===== config.mk =====
export PLATFORM = sky130hd
export DESIGN_NAME = usb_host_frame_timer
export DESIGN_NICKNAME = d
export VERILOG_FILES = /design/src/verilog/frame_timer_pkg.sv /design/src/verilog/bit_tick_gen.sv /design/src/verilog/usb_host_frame_timer.sv
export VERILOG_INCLUDE_DIRS = /design/src /design/src/verilog
export SDC_FILE = /design/constraint.sdc
export NUM_CORES = 1
export LEC_CHECK = 0
export BUFFER_PORTS_ARGS = -buffer_cell sky130_fd_sc_hd__buf_2
export CAP_MARGIN = 20
export CELL_PAD_IN_SITES_DETAIL_PLACEMENT = 2
export CELL_PAD_IN_SITES_GLOBAL_PLACEMENT = 2
export CORE_MARGIN = 2
export CORE_UTILIZATION = 33
export CTS_BUF_LIST = sky130_fd_sc_hd__clkbuf_16
export DETAILED_ROUTE_END_ITERATION = 8
export PLACE_DENSITY_LB_ADDON = 0.15
export SETUP_SLACK_MARGIN = 0.1
export SLEW_MARGIN = 5
export SYNTH_ARGS = -nofsm -noshare
export SYNTH_HDL_FRONTEND = slang
export SYNTH_SLANG_ARGS = --single-unit

===== constraint.sdc =====
create_clock -name ref_clk -period 4.65 [get_ports ref_clk]
set_input_delay 0 -clock ref_clk [delete_from_list [all_inputs] [get_ports ref_clk]]
set_output_delay 0 -clock ref_clk [all_outputs]
set_load 0.1 [all_outputs]

===== src/verilog/frame_timer_regs.svh =====
// command codes, field positions, reset values and rates of the frame timer
`ifndef FRAME_TIMER_REGS_SVH
`define FRAME_TIMER_REGS_SVH

`define FT_CODE_CTRL 8'h01
`define FT_CODE_CMD 8'h02
`define FT_CODE_ISTAT 8'h03
`define FT_CODE_IMASK 8'h04
`define FT_CODE_INTERVAL 8'h0D
`define FT_CODE_REMAIN 8'h0E
`define FT_CODE_NUMBER 8'h0F
`define FT_WRITE_OFS 8'h80

`define FT_TOGGLE_POS 31
`define FT_BUDGET_LSB 16
`define FT_BUDGET_MSB 30
`define FT_COUNT_MSB 13
`define FT_NUMBER_MSB 15
`define FT_RESET_POS 0
`define FT_RUN_POS 0
`define FT_IRQ_SOF_POS 0
`define FT_IRQ_WRAP_POS 1
`define FT_IRQ_W 2

`define FT_INTERVAL_NOMINAL 14'h2EDF
`define FT_BUDGET_RESET 15'h0000
`define FT_REMAIN_RESET 14'h0000
`define FT_NUMBER_RESET 16'h0000
`define FT_NUMBER_MAX 16'hFFFF

`define FT_CLK_HZ 40000000
`define FT_BIT_HZ 12000000

`endif


===== src/verilog/frame_timer_pkg.sv =====
// types shared by the frame timer modules
`include "frame_timer_regs.svh"

package frame_timer_pkg;

    typedef enum logic [1:0] {
        PH_IDLE = 2'h0,
        PH_SOF = 2'h1,
        PH_COMM = 2'h3,
        PH_FLAG = 2'h2
    } phase_t;

    typedef struct packed {
        logic [13:0] interval;
        logic [14:0] budget;
        logic interval_toggle;
        logic [13:0] remaining;
        logic remaining_toggle;
        logic [15:0] frame_num;
        logic [14:0] packet_count;
        logic run;
        logic run_prev;
        phase_t phase;
        logic sof;
        logic comm_wr;
        logic [1:0] irq_status;
        logic [1:0] irq_mask;
        logic [31:0] rdata;
    } timer_state_t;

    typedef struct packed {
        logic [31:0] acc;
        logic tick;
    } tick_state_t;

endpackage


===== src/verilog/bit_tick_gen.sv =====
// fractional divider giving a one-cycle bit-time enable
`timescale 1ns/10ps
`default_nettype none
`include "frame_timer_regs.svh"

module bit_tick_gen #(
    parameter int unsigned CLK_HZ = `FT_CLK_HZ,
    parameter int unsigned BIT_HZ = `FT_BIT_HZ
) (
    input wire logic ref_clk,
    input wire logic rst,
    output logic tick
);

    frame_timer_pkg::tick_state_t st_reg;
    frame_timer_pkg::tick_state_t st_next;
    logic [32:0] sum;

    // phase accumulator: average tick rate is exactly BIT_HZ
    always_comb
    begin
        st_next = st_reg;
        sum = {1'b0, st_reg.acc} + 33'(BIT_HZ);
        if (sum >= 33'(CLK_HZ))
        begin
            st_next.acc = 32'(sum - 33'(CLK_HZ));
            st_next.tick = 1'b1;
        end
        else
        begin
            st_next.acc = sum[31:0];
            st_next.tick = 1'b0;
        end
    end

    always_ff @(posedge ref_clk)
    begin
        if (rst)
            st_reg <= '0;
        else
            st_reg <= st_next;
    end

    assign tick = st_reg.tick;

endmodule

`default_nettype wire


===== src/verilog/usb_host_frame_timer.sv =====
// frame interval, frame remaining and frame number logic of the host controller
`timescale 1ns/10ps
`default_nettype none
`include "frame_timer_regs.svh"

module usb_host_frame_timer #(
    parameter int unsigned CLK_HZ = `FT_CLK_HZ,
    parameter int unsigned BIT_HZ = `FT_BIT_HZ
) (
    input wire logic ref_clk,
    input wire logic rst,
    input wire logic [7:0] reg_addr,
    input wire logic [31:0] reg_wdata,
    input wire logic reg_wr,
    input wire logic reg_rd,
    output logic [31:0] reg_rdata,
    output logic irq,
    input wire logic packet_bit,
    output logic sof_pulse,
    output logic comm_wr,
    output logic [15:0] comm_data,
    output logic ed_fetch_ok,
    output logic operational_state,
    output logic [13:0] remaining_count,
    output logic [15:0] frame_number,
    output logic [14:0] packet_count
);

    ////////////////////////////////////////////////////////////////////////////
    // helpers

    function automatic logic wr_hit(input logic wr, input logic [7:0] a,
                                    input logic [7:0] code);
        wr_hit = wr && (a == (code | `FT_WRITE_OFS));
    endfunction

    function automatic logic rd_hit(input logic rd, input logic [7:0] a,
                                    input logic [7:0] code);
        rd_hit = rd && (a == code);
    endfunction

    ////////////////////////////////////////////////////////////////////////////
    // bit-time enable

    logic tick;

    bit_tick_gen #(
        .CLK_HZ(CLK_HZ),
        .BIT_HZ(BIT_HZ)
    ) u_tick (
        .ref_clk(ref_clk),
        .rst(rst),
        .tick(tick)
    );

    ////////////////////////////////////////////////////////////////////////////
    // state

    frame_timer_pkg::timer_state_t st_reg;
    frame_timer_pkg::timer_state_t st_next;

    logic wr_ctrl;
    logic wr_cmd;
    logic wr_mask;
    logic wr_interval;
    logic wr_remain;
    logic rd_istat;
    logic entry;
    logic reload;
    logic [1:0] events;

    assign wr_ctrl = wr_hit(reg_wr, reg_addr, `FT_CODE_CTRL);
    assign wr_cmd = wr_hit(reg_wr, reg_addr, `FT_CODE_CMD);
    assign wr_mask = wr_hit(reg_wr, reg_addr, `FT_CODE_IMASK);
    assign wr_interval = wr_hit(reg_wr, reg_addr, `FT_CODE_INTERVAL);
    assign wr_remain = wr_hit(reg_wr, reg_addr, `FT_CODE_REMAIN);
    assign rd_istat = rd_hit(reg_rd, reg_addr, `FT_CODE_ISTAT);

    // entry into the operational state is seen in the first cycle that run is set
    assign entry = st_reg.run && !st_reg.run_prev;
    // a frame boundary: counter at zero on a bit tick while running
    assign reload = st_reg.run && !entry && tick && (st_reg.remaining == '0);

    always_comb
    begin
        st_next = st_reg;
        events = '0;
        st_next.run_prev = st_reg.run;
        st_next.sof = 1'b0;
        st_next.comm_wr = 1'b0;

        // counters, held when not operational
        if (entry)
        begin
            st_next.remaining = st_reg.interval;
            st_next.frame_num = st_reg.frame_num + 16'h0001;
            st_next.packet_count = st_reg.budget;
            st_next.sof = 1'b1;
            st_next.phase = frame_timer_pkg::PH_SOF;
            if (st_reg.frame_num == `FT_NUMBER_MAX)
                events[`FT_IRQ_WRAP_POS] = 1'b1;
        end
        else if (reload)
        begin
            st_next.remaining = st_reg.interval;
            st_next.remaining_toggle = st_reg.interval_toggle;
            st_next.frame_num = st_reg.frame_num + 16'h0001;
            st_next.packet_count = st_reg.budget;
            st_next.sof = 1'b1;
            st_next.phase = frame_timer_pkg::PH_SOF;
            if (st_reg.frame_num == `FT_NUMBER_MAX)
                events[`FT_IRQ_WRAP_POS] = 1'b1;
        end
        else if (st_reg.run && tick)
        begin
            st_next.remaining = st_reg.remaining - 14'h0001;
            if (packet_bit && (st_reg.packet_count != '0))
                st_next.packet_count = st_reg.packet_count - 15'h0001;
        end

        // frame start sequence: number to shared area, then start flag
        case (st_reg.phase)
            frame_timer_pkg::PH_IDLE:
            begin
            end
            frame_timer_pkg::PH_SOF:
            begin
                if (!(entry || reload))
                begin
                    st_next.comm_wr = 1'b1;
                    st_next.phase = frame_timer_pkg::PH_COMM;
                end
            end
            frame_timer_pkg::PH_COMM:
            begin
                events[`FT_IRQ_SOF_POS] = 1'b1;
                if (!(entry || reload))
                    st_next.phase = frame_timer_pkg::PH_FLAG;
            end
            frame_timer_pkg::PH_FLAG:
            begin
                if (!(entry || reload))
                    st_next.phase = frame_timer_pkg::PH_IDLE;
            end
            default:
            begin
                st_next.phase = frame_timer_pkg::PH_IDLE;
            end
        endcase

        // register writes
        if (wr_ctrl)
            st_next.run = reg_wdata[`FT_RUN_POS];
        if (wr_mask)
            st_next.irq_mask = reg_wdata[`FT_IRQ_W-1:0];
        if (wr_interval)
        begin
            st_next.interval_toggle = reg_wdata[`FT_TOGGLE_POS];
            st_next.budget = reg_wdata[`FT_BUDGET_MSB:`FT_BUDGET_LSB];
            st_next.interval = reg_wdata[`FT_COUNT_MSB:0];
        end
        if (wr_remain)
        begin
            st_next.remaining_toggle = reg_wdata[`FT_TOGGLE_POS];
            st_next.remaining = reg_wdata[`FT_COUNT_MSB:0];
        end
        if (wr_cmd && reg_wdata[`FT_RESET_POS])
        begin
            st_next.interval = `FT_INTERVAL_NOMINAL;
            st_next.budget = `FT_BUDGET_RESET;
            st_next.interval_toggle = 1'b0;
            st_next.run = 1'b0;
        end

        // sticky status: read clears, a new event wins over the clear
        st_next.irq_status = (rd_istat ? 2'h0 : st_reg.irq_status) | events;

        // read data for the next cycle
        st_next.rdata = '0;
        if (reg_rd)
        begin
            case (reg_addr)
                `FT_CODE_CTRL:
                    st_next.rdata[`FT_RUN_POS] = st_reg.run;
                `FT_CODE_ISTAT:
                    st_next.rdata[`FT_IRQ_W-1:0] = st_reg.irq_status;
                `FT_CODE_IMASK:
                    st_next.rdata[`FT_IRQ_W-1:0] = st_reg.irq_mask;
                `FT_CODE_INTERVAL:
                begin
                    st_next.rdata[`FT_TOGGLE_POS] = st_reg.interval_toggle;
                    st_next.rdata[`FT_BUDGET_MSB:`FT_BUDGET_LSB] = st_reg.budget;
                    st_next.rdata[`FT_COUNT_MSB:0] = st_reg.interval;
                end
                `FT_CODE_REMAIN:
                begin
                    st_next.rdata[`FT_TOGGLE_POS] = st_reg.remaining_toggle;
                    st_next.rdata[`FT_COUNT_MSB:0] = st_reg.remaining;
                end
                `FT_CODE_NUMBER:
                    st_next.rdata[`FT_NUMBER_MSB:0] = st_reg.frame_num;
                default:
                    st_next.rdata = '0;
            endcase
        end
    end

    always_ff @(posedge ref_clk)
    begin
        if (rst)
        begin
            st_reg <= '0;
            st_reg.interval <= `FT_INTERVAL_NOMINAL;
            st_reg.remaining <= `FT_REMAIN_RESET;
            st_reg.frame_num <= `FT_NUMBER_RESET;
            st_reg.phase <= frame_timer_pkg::PH_IDLE;
        end
        else
        begin
            st_reg <= st_next;
        end
    end

    ////////////////////////////////////////////////////////////////////////////
    // outputs

    assign reg_rdata = st_reg.rdata;
    assign irq = |(st_reg.irq_status & st_reg.irq_mask);
    assign sof_pulse = st_reg.sof;
    assign comm_wr = st_reg.comm_wr;
    assign comm_data = st_reg.frame_num;
    assign ed_fetch_ok = st_reg.run && (st_reg.phase == frame_timer_pkg::PH_IDLE
                                        || st_reg.phase == frame_timer_pkg::PH_FLAG);
    assign operational_state = st_reg.run;
    assign remaining_count = st_reg.remaining;
    assign frame_number = st_reg.frame_num;
    assign packet_count = st_reg.packet_count;
endmodule

`default_nettype wire


==> impl_metrics.py <==
metrics = {
    "synth": {
        "yosys.area_share.adder": 0.00937,
        "ys.flop_type": "dfxtp_1",
        "synth_compound_area_frac": 0.172,
        "synth_cell_types": 77,
        "synth_area_leaders": "dfxtp_1 36%, buf_4 8.8%, nor2_1 5.3%, nand2_1 4.9%, a21oi_1 4.2%",
        "yosys.area_share.simple": 0.243,
        "syn_avg_cell_area_um2": 8.08,
        "synth_most_common_cell": "dfxtp_1",
        "synth_seq_cells": 143,
        "synth.top_cell.area_share": 0.357,
        "synth-async-reset-ratio": 0,
        "synth_top_family_by_area": "simple AND/OR/NAND/NOR gates",
        "yosysWarningCount": 0,
        "synth_edf_count": 0,
        "synthCells": 992,
        "syn_area_mm2": 0.00801,
        "syn_nets": 1043,
        "ys_top_cells_by_count": "143 x dfxtp_1, 113 x nor2_1, 105 x nand2_1",
        "seq_area_frac_synth": 0.357,
        "synth.largest_area_cell": "dfxtp_1",
        "synth_xor_area_frac": 0.0579,
        "muxShareOfSynthArea": 0.0314,
    },
    "sta": {
        "fin_setup_tns_ns": 0,
        "finalClockSkew_ns": 0.0103,
        "maxSlewViolCount": 0,
        "rsz0062_at_grt": "false",
        "finalCritPeriodShare": 0.900,
        "finalSetupViolCount": 0,
        "tightest_slew_ns": 0.978,
        "min_period_ns": 4.18,
        "fmax_ghz": 0.239,
        "hold_viol": 0,
        "relSlewSlack": 0.345,
    },
    "critical_path": {
        "path_delay_family": "compound AO/OA/AOI/OAI gates",
        "cp.required_ns": 4.96,
        "cp_slowest_cell": "o211ai_1",
        "worstSetupStartpointType": "register",
        "end_kind": "register",
        "reg2reg_slack_ns": 0.47,
        "r2r-start": "u_tick.st_reg[9]$_SDFF_PP0_",
        "worstReg2RegEnd": "u_tick.st_reg[30]$_SDFF_PP0_",
        "critPathArrivalTime_ns": 4.49,
        "rr_worst_depth": 13,
        "crit_buf_inv": 3,
        "crit_fanout": 8,
        "max_stage_delay_ns": 0.79,
        "crit_type": "reg2reg",
        "crit_chain": "inv_1 > ha_1 > nor4b_1 > a2111oi_0 > a211o_1 > a211oi_1 > a211oi_1 > buf_4 > o21a_1 > o211ai_1 > buf_4 > a31oi_1 > a311oi_1",
    },
    "outcome": {
        "outcome": "complete, no violations",
    },
    "power": {
        "clkPwrFrac": 0.330,
        "p_comb_frac": 0.320,
        "p_leak_nw": 3.82,
        "p_seq_frac": 0.350,
        "max-vdd-ir-drop_uv": 218,
        "netSwitchingPower_mw": 1.55,
        "power.density_mw_per_mm2": 454,
        "netSwitchingFraction": 0.371,
        "p_int_mw": 2.62,
        "total_power_mw": 4.16,
    },
    "die": {
        "die_w_um": 160,
        "coreArea_mm2": 0.0241,
        "start_util": 0.332,
        "die_area_mm2": 0.0255,
        "fp-row-count": 57,
        "dieHeight_um": 160,
        "io_pins": 143,
    },
    "detailed_routing": {
        "drc_errors": 0,
        "vias": 7207,
        "drtIter0Drc": 250,
        "wirelength_mm": 26.6,
        "drt_first_pass_iters": 4,
        "wire_per_inst_um": 19.2,
        "drtAntennaViolNets": 0,
        "vias_per_cell": 5.20,
    },
    "placement": {
        "port_buffers": 140,
        "dp_hpwl_mm": 18.3,
        "place.gp.congestion": 0.753,
    },
    "worst_hold_path": {
        "min_from": "packet_bit",
        "min_path_cells": 4,
        "worst_hold_path_type": "in2reg",
        "whs_endpoint": "packet_count[14]$_SDFFE_PP0P_",
    },
    "cts": {
        "clk_pin_slew_ns": 0.07,
        "tritoncts": "yes",
        "htreeDepth": 4,
        "root_buffer": "clkbuf_16",
        "cts_buffers": 17,
        "clk_latency_ns": 0.43,
        "cts-resized-gates": 0,
        "clockBufferDepth": 2,
        "clock-sinks": 143,
    },
    "final_layout": {
        "finalNetCount": 1101,
        "n_antenna_cell": 0,
        "final_layout_size_suffix_gt1_frac": 0.217,
        "largest_reg_flops": 38,
        "area_growth_pct": 14.4,
        "utilization": 0.380,
    },
    "global_routing": {
        "antenna_found_initial": 1,
        "grt.overflow.total": 0,
        "grt_usage": 0.210,
        "grt_pass1_vias": 7494,
        "grt_pass1_wl_mm": 42.3,
        "grt_max_degree": 80,
    },
    "flow_run": {
        "max-cap-violations": 0,
    },
}
-- power groups by stage --
stage,Sequential [mW],Combinational (mW),Clock (mW)
final,1.46,1.33,1.37
after global routing,1.47,1.49,1.46
after CTS,1.46,1.34,1.42
after detailed placement,1.48,1.30,0
after global placement,1.48,1.27,0
after floorplan,1.40,1.06,0
-- worst max-delay path by stage --
stage	start	to	cells past startpoint
floorplan	u_tick.st_reg[9]$_SDFF_PP0_	u_tick.st_reg[13]$_SDFF_PP0_	10
global placement	u_tick.st_reg[9]$_SDFF_PP0_	u_tick.st_reg[30]$_SDFF_PP0_	13
detailed placement	u_tick.st_reg[9]$_SDFF_PP0_	u_tick.st_reg[30]$_SDFF_PP0_	13
CTS	u_tick.st_reg[9]$_SDFF_PP0_	u_tick.st_reg[30]$_SDFF_PP0_	13
global route	u_tick.st_reg[9]$_SDFF_PP0_	u_tick.st_reg[30]$_SDFF_PP0_	13
finish	u_tick.st_reg[9]$_SDFF_PP0_	u_tick.st_reg[30]$_SDFF_PP0_	13
-- layout by cell type (no fill, tap or decap), drive strengths merged, types with 7 or more instances in the layout --
| cell type | instances |
|---|---|
| or3 | 16 |
| inv | 24 |
| mux2 | 17 |
| xnor2 | 27 |
| xor2 | 26 |
| nand4 | 10 |
| clkbuf | 17 |
| and2 | 24 |
| a21oi | 68 |
| nand3 | 31 |
| or4 | 7 |
| a211oi | 34 |
| a31oi | 7 |
| nand2 | 105 |
| and3 | 12 |
| dlygate4sd3 | 31 |
| o21a | 7 |
| a22oi | 16 |
| o21ai | 28 |
| dfxtp | 143 |
| nor2b | 7 |
| buf | 153 |
| nor2 | 113 |
| nor4 | 9 |
| a311oi | 7 |
| nor3 | 30 |
-- final cells by class --
class | count | area [µm²]
flip-flops and latches | 143 | 2860
clock inverters | 15 | 156
clock buffers | 17 | 425
multi-input cells | 687 | 4140
inverters | 17 | 63.8
repair buffers | 184 | 1110
fillers | 2831 | 14900
well taps | 324 | 405
-- worst reg2reg max path, delay by kind of cell, from the launching register on --
| kind | cells | cell delay, ns |
|---|---|---|
| compound gates | 8 | 2.39 |
| fa+ha+maj | 1 | 0.26 |
| flops | 1 | 0.48 |
| buf+inv | 3 | 0.55 |
| simple gates | 1 | 0.37 |
-- stage by stage --
stage	hold slack (ns)	cells	worst slack [ns]	instance area, µm²
finish	0.00913	1387	0.467	9160
global placement	0.235	1323	0.733	8260
global route	0.0328	1387	0.116	9160
CTS	0.00497	1386	0.454	9160
detailed placement	0.239	1323	0.646	8260
floorplan	0.122	992	1.30	8010
-- routing by layer --
layer / track usage / vias up / part of all wire
li1: - / 3502 / -
met1: 0.281 / 3541 / 0.47
met2: 0.345 / 141 / 0.47
met3: 0.0431 / 23 / 0.045
met4: 0.0553 / 0 / 0.012
met5: 0 / - / 0
-- repair_timing --
action                     CTS  global route
buffers inserted             0             0
hold buffers                31             0
hold endpoints to repair    52             0
setup endpoints to repair    0             0
-- kinds of logic (layout without fill, tap and decap cells) --
group | Yosys count | after routing
AND/OR/NAND/NOR | 398 | 398
XOR/XNOR | 53 | 53
AO/OA/AOI/OAI | 207 | 207
adder cells (fa/ha/maj) | 6 | 6
buffers and inverters | 162 | 233
flip-flops | 143 | 143
multiplexers | 23 | 23
Note: power is estimated with default switching activity, not from simulation.
